[config.mk]
export PLATFORM = sky130hd
export DESIGN_NAME = slt_top
export DESIGN_NICKNAME = d
export VERILOG_FILES = /design/src/slt_pkg.sv /design/src/slt_top.sv
export SDC_FILE = /design/constraint.sdc
export NUM_CORES = 1
export LEC_CHECK = 0
export BUFFER_PORTS_ARGS = -buffer_cell sky130_fd_sc_hd__buf_2
export CAP_MARGIN = 20
export CORE_AREA = 2 2 207 209
export CTS_BUF_LIST = sky130_fd_sc_hd__clkbuf_4 sky130_fd_sc_hd__clkbuf_8
export DETAILED_ROUTE_END_ITERATION = 10
export DIE_AREA = 0 0 209 211
export GPL_ROUTABILITY_DRIVEN = 0
export GPL_TIMING_DRIVEN = 0
export PLACE_DENSITY = 0.68
export SLEW_MARGIN = 20
export SYNTH_ARGS = -nofsm -noshare
export SYNTH_HDL_FRONTEND = slang
export SYNTH_SLANG_ARGS = --single-unit
[constraint.sdc]
create_clock -name mclk -period 32.2 [get_ports mclk]
set_input_delay 6.44 -clock mclk [delete_from_list [all_inputs] [get_ports mclk]]
set_output_delay 6.44 -clock mclk [all_outputs]
set_load 0.03 [all_outputs]
[src/slt_pkg.sv]
// shared constants, types and register map of the serial link transmitter
package slt_pkg;
    // register offsets and reset values
    localparam logic [11:0] SLT_REG_LANE_RATE = 12'h056e;
    localparam logic [11:0] SLT_REG_PLL_LOCK  = 12'h056f;
    localparam logic [11:0] SLT_REG_LINK_CTRL = 12'h0571;
    localparam logic [7:0]  SLT_LANE_RATE_RST = 8'h00;
    localparam logic [7:0]  SLT_LINK_CTRL_RST = 8'h03;
    localparam int          SLT_PLL_LOCK_BIT  = 7;
    // link control field positions
    localparam int SLT_CTL_SCR    = 0;
    localparam int SLT_CTL_ALGN   = 1;
    localparam int SLT_CTL_BYPASS = 2;
    localparam int SLT_CTL_INVERT = 3;
    localparam int SLT_CTL_FORMAT = 4;
    // unencoded control characters
    localparam logic [7:0] SLT_CH_R = 8'h1c;  // start of multiframe
    localparam logic [7:0] SLT_CH_A = 8'h7c;  // lane alignment
    localparam logic [7:0] SLT_CH_Q = 8'h9c;  // configuration marker
    localparam logic [7:0] SLT_CH_K = 8'hbc;  // comma
    localparam logic [7:0] SLT_CH_F = 8'hfc;  // frame alignment
    localparam logic [7:0] SLT_SCR_F_MATCH = 8'hfc;
    localparam logic [7:0] SLT_SCR_A_MATCH = 8'hfd;
    // alignment sequence layout
    localparam int          SLT_ILAS_MF   = 4;
    localparam logic [7:0]  SLT_CFG_FIRST = 8'h02;
    localparam int          SLT_CFG_LEN   = 14;
    localparam logic [14:0] SLT_SCR_SEED  = 15'h7fff;
    localparam int          SLT_FIFO_DEPTH = 8;

    // link establishment states, one-hot
    typedef enum logic [3:0] {
        SLT_CGS  = 4'b0001,
        SLT_WAIT = 4'b0010,
        SLT_ILAS = 4'b0100,
        SLT_DATA = 4'b1000
    } slt_state_e;

    // one sample word: one octet for each link
    typedef struct packed {
        logic [7:0] link1;
        logic [7:0] link0;
    } slt_smp_s;

    // software controls steering both links
    typedef struct packed {
        logic fmt_offset;
        logic invert;
        logic bypass;
        logic algn_en;
        logic scr_en;
    } slt_ctrl_s;
endpackage : slt_pkg

[src/slt_top.sv]
// serial link transmitter: fifo, link establishment, 8b/10b, registers
`timescale 1ns/1ps

// small synchronous fifo with valid/ready on both sides
module slt_fifo #(
    parameter int WIDTH = 8,
    parameter int DEPTH = 8
) (
    input  wire logic             mclk,      // system clock
    input  wire logic             rst,       // sync reset, high
    input  wire logic             in_valid,  // write request
    output logic                  in_ready,  // room left
    input  wire logic [WIDTH-1:0] in_data,   // write word
    output logic                  out_valid, // word available
    input  wire logic             out_ready, // read accept
    output logic      [WIDTH-1:0] out_data   // head word
);
    localparam int AW = $clog2(DEPTH);
    logic [WIDTH-1:0] mem_r [DEPTH];
    logic [AW-1:0]    wp_r;
    logic [AW-1:0]    rp_r;
    logic [AW:0]      cnt_r;
    wire              push = in_valid && in_ready;
    wire              pop  = out_valid && out_ready;

    // honest flags from the occupancy count
    assign in_ready  = cnt_r != (AW+1)'(DEPTH);
    assign out_valid = cnt_r != '0;
    assign out_data  = mem_r[rp_r];

    // storage array, no reset needed
    always_ff @(posedge mclk) begin
        if (push) begin
            mem_r[wp_r] <= in_data;
        end
    end

    // pointers wrap at depth, which need not be a power of two
    always_ff @(posedge mclk) begin
        if (rst) begin
            wp_r  <= '0;
            rp_r  <= '0;
            cnt_r <= '0;
        end else begin
            if (push) begin
                wp_r <= (wp_r == AW'(DEPTH-1)) ? '0 : wp_r + 1'b1;
            end
            if (pop) begin
                rp_r <= (rp_r == AW'(DEPTH-1)) ? '0 : rp_r + 1'b1;
            end
            cnt_r <= cnt_r + (AW+1)'(push) - (AW+1)'(pop);
        end
    end
endmodule : slt_fifo

// one link: establishment sequence, alignment characters, scrambler, encoder
module slt_link #(
    parameter int         F_OCT  = 2,   // octets per frame
    parameter int         K_FRM  = 32,  // frames per multiframe
    parameter logic [7:0] DEV_ID = 8'h5a, // arbitrary device id
    parameter logic [4:0] LANE   = 5'h00  // lane id in configuration
) (
    input  wire logic              mclk,      // system clock
    input  wire logic              rst,       // sync reset, high
    input  wire logic              sync_n,    // synchronised request, low
    input  wire slt_pkg::slt_ctrl_s ctrl,     // software controls
    input  wire logic              oct_valid, // user octet available
    output logic                   oct_ready, // user octet taken
    input  wire logic [7:0]        oct_data,  // user octet
    output logic [9:0]             sym,       // encoded lane symbol
    output slt_pkg::slt_state_e    state      // establishment phase
);
    import slt_pkg::*;

    localparam int OW = (F_OCT > 1) ? $clog2(F_OCT) : 1;
    localparam int FW = $clog2(K_FRM);
    localparam logic [191:0] T6 = {
        6'b101011, 6'b011110, 6'b101110, 6'b001110,
        6'b110110, 6'b010110, 6'b100110, 6'b110011,
        6'b111010, 6'b011010, 6'b101010, 6'b001011,
        6'b110010, 6'b010011, 6'b100011, 6'b011011,
        6'b010111, 6'b011100, 6'b101100, 6'b001101,
        6'b110100, 6'b010101, 6'b100101, 6'b111001,
        6'b111000, 6'b011001, 6'b101001, 6'b110101,
        6'b110001, 6'b101101, 6'b011101, 6'b100111};
    localparam logic [31:0] T4 = {
        4'b1110, 4'b0110, 4'b1010, 4'b1101,
        4'b1100, 4'b0101, 4'b1001, 4'b1011};
    localparam logic [31:0] T4K = {
        4'b1000, 4'b0110, 4'b1010, 4'b0010,
        4'b0011, 4'b0101, 4'b1001, 4'b0100};

    // 8b/10b encode; returns {new running disparity, abcdei fghj}
    function automatic logic [10:0] enc(input logic [7:0] b,
                                        input logic k, input logic rd);
        logic [5:0] s6;
        logic [3:0] s4;
        logic       rd6;
        logic [9:0] s;
        logic       alt;
        s6  = T6[6*b[4:0] +: 6];
        s4  = T4[4*b[7:5] +: 4];
        rd6 = rd;
        s   = '0;
        alt = 1'b0;
        if (k) begin
            s = {6'b001111, T4K[4*b[7:5] +: 4]};
            s = rd ? ~s : s;
        end else begin
            if (rd && (($countones(s6) != 3) || b[4:0] == 5'd7)) begin
                s6 = ~s6;
            end
            rd6 = rd ^ ($countones(s6) != 3);
            alt = (!rd6 && (b[4:0] == 5'd17 || b[4:0] == 5'd18 ||
                            b[4:0] == 5'd20)) ||
                  (rd6 && (b[4:0] == 5'd11 || b[4:0] == 5'd13 ||
                           b[4:0] == 5'd14));
            if (b[7:5] == 3'd7 && alt) begin
                s4 = 4'b0111;
            end
            if (rd6 && (($countones(s4) != 2) || b[7:5] == 3'd3)) begin
                s4 = ~s4;
            end
            s = {s6, s4};
        end
        return {rd ^ ($countones(s) != 5), s};
    endfunction : enc

    // self-synchronising 1 + x^14 + x^15, msb first; {state, octet}
    function automatic logic [22:0] scramble(input logic [7:0] d,
                                             input logic [14:0] st);
        logic [14:0] s;
        logic [7:0]  o;
        s = st;
        o = '0;
        for (int i = 7; i >= 0; i--) begin
            o[i] = d[i] ^ s[14] ^ s[13];
            s    = {s[13:0], o[i]};
        end
        return {s, o};
    endfunction : scramble

    // link configuration octets, checksum in the last one
    function automatic logic [7:0] cfg_octet(input logic [3:0] idx,
                                             input logic scr);
        logic [7:0] c [SLT_CFG_LEN];
        logic [7:0] sum;
        sum   = '0;
        c[0]  = DEV_ID;
        c[1]  = 8'h00;
        c[2]  = {3'b000, LANE};
        c[3]  = {scr, 7'h00};
        c[4]  = 8'(F_OCT - 1);
        c[5]  = 8'(K_FRM - 1);
        c[6]  = 8'h00;
        c[7]  = 8'h07;
        c[8]  = 8'h27;
        c[9]  = 8'h20;
        c[10] = 8'h00;
        c[11] = 8'h00;
        c[12] = 8'h00;
        for (int i = 0; i < SLT_CFG_LEN - 1; i++) begin
            sum = sum + c[i];
        end
        c[13] = sum;
        return c[idx];
    endfunction : cfg_octet

    slt_state_e     state_r;
    slt_state_e     state_nxt;
    logic [OW-1:0]  oct_r;
    logic [FW-1:0]  frm_r;
    logic [1:0]     mf_r;
    logic [7:0]     ramp_r;
    logic [14:0]    scr_r;
    logic [7:0]     prev_r;
    logic           rd_r;
    logic [9:0]     sym_r;

    // frame and multiframe position, free running like the local lmfc
    wire         f_end  = oct_r == OW'(F_OCT - 1);
    wire         mf_end = f_end && frm_r == FW'(K_FRM - 1);
    wire         mf_beg = oct_r == '0 && frm_r == '0;
    wire [7:0]   pos    = 8'(frm_r * F_OCT) + 8'(oct_r);
    wire         in_cfg = mf_r == 2'd1 && pos >= SLT_CFG_FIRST &&
                          pos < SLT_CFG_FIRST + 8'(SLT_CFG_LEN);
    wire [3:0]   cfg_ix = 4'(pos - SLT_CFG_FIRST);
    wire         is_data = state_r == SLT_DATA;

    // user data path: format, scramble, alignment candidates
    wire [7:0]   usr     = oct_valid ? oct_data : 8'h00;
    wire [7:0]   usr_fmt = {usr[7] ^ ctrl.fmt_offset, usr[6:0]};
    wire [22:0]  scr_res = scramble(usr_fmt, scr_r);
    wire [7:0]   scr_oct = scr_res[7:0];
    wire         rep_a_s = ctrl.scr_en && mf_end &&
                           scr_oct == SLT_SCR_A_MATCH;
    wire         rep_f_s = ctrl.scr_en && f_end &&
                           scr_oct == SLT_SCR_F_MATCH;
    wire         rep_u   = !ctrl.scr_en && f_end &&
                           usr_fmt == prev_r;
    wire         rep_a   = ctrl.algn_en &&
                           (rep_a_s || (rep_u && mf_end));
    wire         rep_f   = ctrl.algn_en && !rep_a &&
                           (rep_f_s || rep_u);

    // character chosen for this octet slot
    logic [7:0] ch;
    logic       ch_k;
    always_comb begin
        ch   = SLT_CH_K;
        ch_k = 1'b1;
        if (state_r == SLT_ILAS) begin
            ch_k = 1'b0;
            ch   = ramp_r;
            if (mf_beg) begin
                ch   = SLT_CH_R;
                ch_k = 1'b1;
            end else if (mf_end) begin
                ch   = SLT_CH_A;
                ch_k = 1'b1;
            end else if (mf_r == 2'd1 && pos == 8'd1) begin
                ch   = SLT_CH_Q;
                ch_k = 1'b1;
            end else if (in_cfg) begin
                ch   = cfg_octet(cfg_ix, ctrl.scr_en);
            end
        end else if (is_data) begin
            ch_k = rep_a || rep_f;
            ch   = rep_a ? SLT_CH_A : rep_f ? SLT_CH_F :
                   ctrl.scr_en ? scr_oct : usr_fmt;
        end
    end

    // establishment sequence; a fresh request always wins
    always_comb begin
        state_nxt = state_r;
        unique case (state_r)
            SLT_CGS:  if (sync_n) state_nxt = SLT_WAIT;
            SLT_WAIT: if (mf_end) state_nxt = SLT_ILAS;
            SLT_ILAS: if (mf_end && mf_r == 2'(SLT_ILAS_MF - 1))
                          state_nxt = SLT_DATA;
            SLT_DATA: state_nxt = SLT_DATA;
        endcase
        if (!sync_n) begin
            state_nxt = SLT_CGS;
        end
    end

    // encoded symbol, with debug bypass and inversion
    wire [10:0] enc_res = enc(ch, ch_k, rd_r);
    wire [9:0]  sym_raw = ctrl.bypass ? {2'b00, ch} : enc_res[9:0];
    wire [9:0]  sym_out = ctrl.invert ? ~sym_raw : sym_raw;

    assign oct_ready = is_data;
    assign sym       = sym_r;
    assign state     = state_r;

    // position counters and state
    always_ff @(posedge mclk) begin
        if (rst) begin
            state_r <= SLT_CGS;
            oct_r   <= '0;
            frm_r   <= '0;
            mf_r    <= '0;
        end else begin
            state_r <= state_nxt;
            oct_r   <= f_end ? '0 : oct_r + 1'b1;
            if (f_end) begin
                frm_r <= mf_end ? '0 : frm_r + 1'b1;
            end
            if (state_r != SLT_ILAS) begin
                mf_r <= '0;
            end else if (mf_end) begin
                mf_r <= mf_r + 1'b1;
            end
        end
    end

    // ramp, scrambler, previous frame octet, disparity, symbol
    always_ff @(posedge mclk) begin
        if (rst) begin
            ramp_r <= '0;
            scr_r  <= SLT_SCR_SEED;
            prev_r <= '0;
            rd_r   <= 1'b0;
            sym_r  <= '0;
        end else begin
            ramp_r <= (state_r == SLT_ILAS) ? ramp_r + 1'b1 : 8'h00;
            if (is_data) begin
                scr_r <= scr_res[22:8];
            end
            if (is_data && f_end) begin
                prev_r <= usr_fmt;
            end
            if (!ctrl.bypass) begin
                rd_r <= enc_res[10];
            end
            sym_r <= sym_out;
        end
    end
endmodule : slt_link

module slt_top #(
    parameter int F_OCT = 2,   // octets per frame
    parameter int K_FRM = 32   // frames per multiframe
) (
    input  wire logic             mclk,              // 20 MHz clock
    input  wire logic             rst,               // sync reset, high
    input  wire logic             sync_request_link0, // pin, low = request
    input  wire logic             sync_request_link1, // pin, low = request
    input  wire logic             pll_locked,        // pin from serializer pll
    input  wire logic             smp_valid,         // sample word valid
    output logic                  smp_ready,         // fifo room
    input  wire slt_pkg::slt_smp_s smp_data,         // one octet per link
    input  wire logic [11:0]      reg_addr,          // register address
    input  wire logic             reg_wr,            // write strobe
    input  wire logic [7:0]       reg_wdata,         // write data
    output logic [7:0]            reg_rdata,         // read data, next cycle
    output logic [9:0]            lane_sym0,         // link 0 symbol
    output logic [9:0]            lane_sym1,         // link 1 symbol
    output slt_pkg::slt_state_e   link0_state,       // link 0 phase
    output slt_pkg::slt_state_e   link1_state        // link 1 phase
);
    import slt_pkg::*;

    logic [1:0] sync_a_r;
    logic [1:0] sync_b_r;
    logic [1:0] sync_c_r;
    logic [1:0] lock_a_r;
    logic [7:0] lane_rate_r;
    logic [7:0] ctl_r;
    logic [7:0] rdata_r;
    logic [1:0] f_in_ready;
    logic [1:0] f_valid;
    logic [1:0] f_ready;
    logic [7:0] f_data [2];
    logic [9:0] syms [2];
    slt_state_e states [2];

    // pins cross in through two flops; the first stage feeds nothing else
    always_ff @(posedge mclk) begin
        if (rst) begin
            sync_a_r <= 2'b00;
            sync_b_r <= 2'b00;
            lock_a_r <= 2'b00;
        end else begin
            sync_a_r <= {sync_request_link1, sync_request_link0};
            sync_b_r <= sync_a_r;
            lock_a_r <= {lock_a_r[0], pll_locked};
        end
    end
    assign sync_c_r = sync_b_r;

    // control decode; reserved bits read back as zero
    wire        wr_rate = reg_wr && reg_addr == SLT_REG_LANE_RATE;
    wire        wr_ctl  = reg_wr && reg_addr == SLT_REG_LINK_CTRL;
    slt_ctrl_s  ctrl;
    assign ctrl.scr_en     = ctl_r[SLT_CTL_SCR];
    assign ctrl.algn_en    = ctl_r[SLT_CTL_ALGN];
    assign ctrl.bypass     = ctl_r[SLT_CTL_BYPASS];
    assign ctrl.invert     = ctl_r[SLT_CTL_INVERT];
    assign ctrl.fmt_offset = ctl_r[SLT_CTL_FORMAT];
    wire [7:0]  lock_rd = {lock_a_r[1], 7'h00};
    wire [7:0]  rd_mux  =
        (reg_addr == SLT_REG_LANE_RATE) ? lane_rate_r :
        (reg_addr == SLT_REG_PLL_LOCK)  ? lock_rd :
        (reg_addr == SLT_REG_LINK_CTRL) ? {3'b000, ctl_r[4:0]} : 8'h00;

    // registers; the lock register ignores writes
    always_ff @(posedge mclk) begin
        if (rst) begin
            lane_rate_r <= SLT_LANE_RATE_RST;
            ctl_r       <= SLT_LINK_CTRL_RST;
            rdata_r     <= 8'h00;
        end else begin
            if (wr_rate) begin
                lane_rate_r <= reg_wdata;
            end
            if (wr_ctl) begin
                ctl_r <= {3'b000, reg_wdata[4:0]};
            end
            rdata_r <= rd_mux;
        end
    end
    assign reg_rdata = rdata_r;

    // both fifos take a word together so the links stay in step
    assign smp_ready = &f_in_ready;

    for (genvar g = 0; g < 2; g++) begin : g_link
        slt_fifo #(
            .WIDTH (8),
            .DEPTH (SLT_FIFO_DEPTH)
        ) u_fifo (
            .mclk      (mclk),
            .rst       (rst),
            .in_valid  (smp_valid && smp_ready),
            .in_ready  (f_in_ready[g]),
            .in_data   (g == 0 ? smp_data.link0 : smp_data.link1),
            .out_valid (f_valid[g]),
            .out_ready (f_ready[g]),
            .out_data  (f_data[g])
        );
        // receiver honours the four-comma minimum before release
        slt_link #(
            .F_OCT  (F_OCT),
            .K_FRM  (K_FRM),
            .LANE   (5'(g))
        ) u_link (
            .mclk      (mclk),
            .rst       (rst),
            .sync_n    (sync_c_r[g]),
            .ctrl      (ctrl),
            .oct_valid (f_valid[g]),
            .oct_ready (f_ready[g]),
            .oct_data  (f_data[g]),
            .sym       (syms[g]),
            .state     (states[g])
        );
    end

    assign lane_sym0   = syms[0];
    assign lane_sym1   = syms[1];
    assign link0_state = states[0];
    assign link1_state = states[1];
endmodule : slt_top

# Word level (Yosys, flattened, before mapping)
# Memories as Yosys holds them, arrays and structs flattened. A register that Yosys moved wholly into a read port is not among the register bits.
# Cells that the tools add are included.
# classes
multipliers	2
eq_ne	63
n_reduce_logical	91
shift	6
order_cmp	6
muxes	77
n_addsub	76
bitwise	54
# ops
op	count
adder 32 bit	18
variable part select 192 x 9 -> 6 bit, first input constant	2
two-way mux 8 bit	26
inequality test 32 x 3 -> 1 bit, second input constant	6
variable part select 32 x 6 -> 4 bit, first input constant	4
two-way mux 10 bit	8
binary-select mux 8 bit (select 4 bit)	2
inequality test 32 x 4 -> 1 bit, second input constant	2
adder 1 x 1 -> 2 bit	26
logical AND 1 bit	51
equality test 5 bit, second input constant	8
two-way mux 4 bit	10
XOR 1 bit	38
equality test 12 x 11 -> 1 bit, second input constant	3
adder 8 x 1 -> 8 bit, second input constant	4
adder 8 x 6 -> 8 bit, second input constant	4
equality test 8 bit, second input constant	4
case mux 4 bit (4 select lines)	2
equality test 5 x 4 -> 1 bit, second input constant	6
two-way mux 3 bit	8
two-way mux 6 bit	4
logical OR 1 bit	20
NOT 10 bit	2
NOT 8 -> 10 bit	2
40 further kinds	115
# word_totals
output_inout_bits	37
word_cells	407
regBits	155
ramBits	128
inputBits	43
n_memories	2
# memory_table
memory	words	word_bits	read_ports	rd_clocked_by_memory_dff	write_ports	line	rtl
g_link[0].u_fifo.mem_r	8	8	1	1	1	slt_top.sv:19	logic [WIDTH-1:0] mem_r [DEPTH];
g_link[1].u_fifo.mem_r	8	8	1	1	1	slt_top.sv:19	

# Longest topological paths before layout
# logic_depth
word_depth	50
depth_mapped	60
depth_no_buf	55

# Hierarchy
# Synthesis repeated with hierarchy kept, for this count alone.
# unflattened
cells_unflattened	1681
area_unflattened_um2	17335.4
# by_module_without_submodules
module	area_each_um2	instances	seq_area_each_um2	cells_per_inst
slt_fifo	3188.1	2	2182.1	169
slt_link at g_link[1].u_link	5061.1	1	1081.0	638
slt_link at g_link[0].u_link	4792.1	1	1081.0	607
slt_top	1106.1	1	540.5	98

# Worst setup path before layout
# No wires, ideal clock.
# synth_path
path_kind	register -> register
from	reg g_link[0].u_fifo.cnt_r[2]
to	reg g_link[0].u_link.rd_r
arrival_time_ns	11.683
path_stages_with_launch	57
t_required_ns	32.072
period_less_slack_ns	11.811
setup_time_ns	0.128
slack_ns	20.389
n_path_buf	4
path_cell_list	dfxtp_1 -> inv_1 -> ha_1 -> or3b_1 -> buf_2 -> buf_1 -> nand3b_1 -> nand2_1 -> xnor2_1 -> or4_1 -> a211o_1 -> a31oi_1 -> inv_1 -> ha_1 -> buf_1 -> mux2_2 -> nor2_1 -> o31a_1 -> [... 21 more ...] -> ha_1 -> ha_1 -> fa_1 -> a21oi_1 -> a21oi_1 -> o22a_1 -> a21oi_1 -> mux2i_1 -> ha_1 -> inv_1 -> fa_1 -> fa_1 -> fa_1 -> nand3_1 -> o21ai_0 -> a31oi_1 -> xnor2_1 -> nor2_1
# synth_via
elab_chain_len	50
word_cells_on_any_way	104
cone_classes	add/sub (22); mul (1); eq/ne (16); shift (3); mux (15); bitwise (22); reduce/logical (25)
# synth_rtl
item	line	rtl
from (decl)	slt_top.sv:22	logic [AW:0] cnt_r;
from (signal assigned)	slt_top.sv:51	cnt_r <= cnt_r + (AW+1)'(push) - (AW+1)'(pop);
nonzero test 4 bit (*)	slt_top.sv:28	assign out_valid = cnt_r != '0;
two-way mux 8 bit (*)	slt_top.sv:191	wire [7:0] usr = oct_valid ? oct_data : 8'h00;
XOR 1 bit	slt_top.sv:192	wire [7:0] usr_fmt = {usr[7] ^ ctrl.fmt_offset, usr[6:0]};
XOR 1 bit (2 in a row)	slt_top.sv:137	o[i] = d[i] ^ s[14] ^ s[13];
equality test 8 bit	slt_top.sv:196	scr_oct == SLT_SCR_A_MATCH;
logical AND 1 bit	slt_top.sv:195	wire rep_a_s = ctrl.scr_en && mf_end &&
logical OR 1 bit	slt_top.sv:202	(rep_a_s || (rep_u && mf_end));
logical AND 1 bit	slt_top.sv:201	wire rep_a = ctrl.algn_en &&
[... 32 more ...]	--	
logical AND 1 bit	slt_top.sv:121	if (rd6 && (($countones(s4) != 2) || b[7:5] == 3'd3)) begin
two-way mux 4 bit	slt_top.sv:121	
two-way mux 10 bit (*)	slt_top.sv:106	if (k) begin
adder 1 x 1 -> 2 bit (not written as such)	slt_top.sv:126	return {rd ^ ($countones(s) != 5), s};
adder 32 bit (not written as such) (2 in a row)	slt_top.sv:126	
adder 32 bit (not written as such) (*)	slt_top.sv:126	
inequality test 32 x 4 -> 1 bit (*)	slt_top.sv:126	
XOR 1 bit (*)	slt_top.sv:126	
to (signal assigned)	slt_top.sv:296	rd_r <= enc_res[10];
to (decl)	slt_top.sv:177	logic rd_r;
# Every way passes the cells marked *; elsewhere a longest branch is shown, timed or not. The select of a mux whose other input is x is not followed.
# A chain may end at the register's enable or synchronous reset.

# Final worst setup path
# Ends and elaborated chain as after synthesis.

==> impl_results.md <==
- Library cells used by synthesis: 116
- Worst-Skew Late Latency: 0.63 ns
- Hold endpoint: reg_rdata[6]
- First-pass GRT wire length: 68,320 um
- Post-synth ARST share: 0%
- Post-Syn Area: 16,920 um2
- Vias in the first global route: 13,090
- Diodes inserted: 0
- Largest net degree at the start of global routing: 15
- # rows: 75
- Hold_sp: lane_rate_r[6]
- Final wirelength: 42,250 um
- Drt first pass iters: 6
- Htree depth: 2
- # hold bufs at CTS: 0
- Minimum clock period after layout: 13.61 ns
- Area occupied by registers: 7067 um2
- Setup Fix Bufs, Post-CTS: 0
- Overall routing resource usage: 19.27%
- DRC: 0
- R2R cell count: 56
- Clock slew at reported path FFs: 0.06 ns
- Pwr/cell area: 64.79 nW/um2
- RR Endpoint: g_link[0].u_link.rd_r
- Final setup vio count: 0
- Final Hold Vio Count: 0
- Worst Path Required: 32.65 ns
- Nets: 1,988
- Most common cell on crit path: ha_1
- CTS tree: built
- Synth area leader: edfxtp_1
- Status: finished clean
- Hold Path Class: reg2reg
- Fin util: 46.15%
- Die height: 211 um
- Post-synth EDFFs: 128
- Synth-to-Final Area Change: 13.89%
- CTS Sinks: 289
- Via/cell ratio: 5.564
- Port Buf Inserts: 79
- Via count: 13,450
- Post-synth top area share: 22.71%
- Max-cap violations: 0
- CP max stage cell: a31oi_1
- Primary FF master, synth: dfxtp_1
- Core ar.: 41,760 um2
- Final Slew Violations: 0
- Warnings, synthesis: 0
- Area taken by multi-input logic gates: 9188 um2
- Crit path capture type: register
- Worst-Margin Slew: 1.121 ns
- # fillers: 3,925
- Share of layout cells above drive strength 1: 15.27%
- Hold path cells: 1
- Initial antenna violation count: 0
- CP peak stage delay: 0.54 ns
- I/O pin total: 80
- Worst Skew: 0.04041 ns
- Worst VDD drop: 34.49 uV
- Relative max-transition margin: 24.25%
- Crit-path max FO: 10
- Syn Nets: 1,850
- Top cells by count, synth: nand2_1 (185), dfxtp_1 (161), nor2_1 (137)
- FF-to-FF setup slack: 18.59 ns
- Seq cells post-synth: 289
- Startpoint types: register
- RSZ-0062 raised after global routing: no
- DRT iter0 DRCs: 957
- Layout Cells excl Fill: 2,418
- Clk buf depth: 3
- Post-DP HPWL: 31,590 um
- Final instance area: 19,270 um2
- Count leader, synth: nand2_1
- WP data arrival: 14.06 ns
- Post-placement cell count: 2,328
- Static leakage: 7.445 nW
- Share of the yosys chip area belonging to registers: 41.76%
- Wire per inst: 17.47 um
- Root Driver: clkbuf_8
- Fmax: 0.07345 GHz
- Synth top area cells: edfxtp_1 (23%), dfxtp_1 (19%), ha_1 (6.1%)
- CTS Buf Count: 50
- Antenna Violating Nets Remaining: 0
- Mapped Avg Cell Area: 9.937 um2
- Total grt overflow: 0
- Worst Setup Path Type: reg2reg
- Initial Util: 40.52%
- Die area: 44,100 um2
- Fin Setup TNS: 0 ns
- Post_cts resized: 0
- Chip width: 209 um
- Reg-to-reg critical path startpoint: g_link[0].u_fifo.cnt_r[2]
- Final period util: 42.28%
- Syn Inst Count: 1,703
- DP Area: 18,120 um2
## per-stage QoR
stage	hold WS (ns)	power (mW)	worst slack (ns)
after global routing	0.4808	1.339	17.53
final	0.4547	1.249	18.59
after global placement	0.4433	0.8528	18.86
after floorplan	0.4115	0.7592	20.39
after detailed placement	0.4427	0.8708	18.67
after CTS	0.4583	1.259	18.60
## cells by family (layout without fill, tap and decap cells)
logic type | after synthesis | after routing | share of synthesized area (%)
buffers and inverters | 173 | 349 | 4.436
multiplexers | 100 | 100 | 7.534
adder cells (fa/ha/maj) | 105 | 105 | 8.680
AO/OA/AOI/OAI | 337 | 337 | 14.59
AND/OR/NAND/NOR | 599 | 599 | 17.66
flip-flops | 289 | 289 | 41.76
XOR/XNOR | 100 | 100 | 5.338
## sequential cells by signal, summed over array words and instances, names as in the netlist, 6 cells and up, named ones only
| register | count |
|---|---|
| g_link.u_link.scr_r | 30 |
| reg_rdata | 8 |
| g_link.u_link.prev_r | 16 |
| g_link.u_link.state | 8 |
| g_link.u_link.sym | 20 |
| g_link.u_link.ramp_r | 16 |
| g_link.u_link.frm_r | 10 |
| g_link.u_fifo.mem_r | 128 |
| g_link.u_fifo.wp_r | 6 |
| g_link.u_fifo.rp_r | 6 |
| lane_rate_r | 8 |
| g_link.u_fifo.cnt_r | 8 |
## critical path, delay by kind of cell (launching register included)
| family | cells | cell delay (ns) |
|---|---|---|
| and+or+nand+nor | 14 | 2.31 |
| xor gates and xnor gates | 2 | 0.44 |
| muxes | 3 | 0.73 |
| DFF | 1 | 0.31 |
| adders and majority gates | 14 | 4.51 |
| buffers and inverters | 8 | 1.50 |
| AOI/OAI and AO/OA | 15 | 3.63 |
## how the worst max path moves through the flow
stage / from / end / slack [ns]
global placement: g_link[0].u_fifo.cnt_r[2] / g_link[0].u_link.rd_r / 18.86
detailed placement: g_link[0].u_fifo.cnt_r[2] / g_link[0].u_link.rd_r / 18.67
CTS: g_link[0].u_fifo.cnt_r[2] / g_link[0].u_link.rd_r / 18.60
global route: g_link[0].u_fifo.cnt_r[2] / g_link[0].u_link.rd_r / 17.53
finish: g_link[0].u_fifo.cnt_r[2] / g_link[0].u_link.rd_r / 18.59
floorplan: g_link[0].u_fifo.cnt_r[2] / g_link[0].u_link.rd_r / 20.39
## layer usage
layer  up-vias  part of all wire, %  routed length (um)  GRT usage (%)
li1       6507                    -                   -              -
met2       415                   46               19240          31.38
met3        75                  6.2                2616          3.479
met4         0                  3.3                1378          7.857
met5         -                    0                   0              0
met1      6457                   45               19020          25.39
## area by class of cell
cell class / count / area share (%)
plain buffers: 88 / 2.240
clock buffers: 73 / 4.661
clock inverters: 17 / 1.305
inverters: 85 / 1.656
multi-input cells: 1241 / 47.67
flip-flops and latches: 289 / 36.67
well taps: 539 / 3.499
repair buffers: 86 / 2.298
## where the power goes
group / internal [mW] / switching (mW)
Sequential: 0.408 / 0.0107
Clock: 0.228 / 0.155
Combinational: 0.177 / 0.269
Total: 0.814 / 0.435
## layout by cell type (no fill, tap or decap), drive strengths merged, types with 45 or more instances in the layout
cell type / Yosys / final
inv: 84 / 86
nand3: 71 / 71
clkbuf: 52 / 125
buf: 36 / 122
nor2: 139 / 139
ha: 83 / 83
mux2i: 74 / 74
xnor2: 46 / 46
xor2: 52 / 52
dfxtp: 161 / 161
nor3: 45 / 45
edfxtp: 128 / 128
a21oi: 81 / 81
o21ai: 48 / 48
nand2: 186 / 186
No activity file was read; power rests on OpenSTA's default activity.
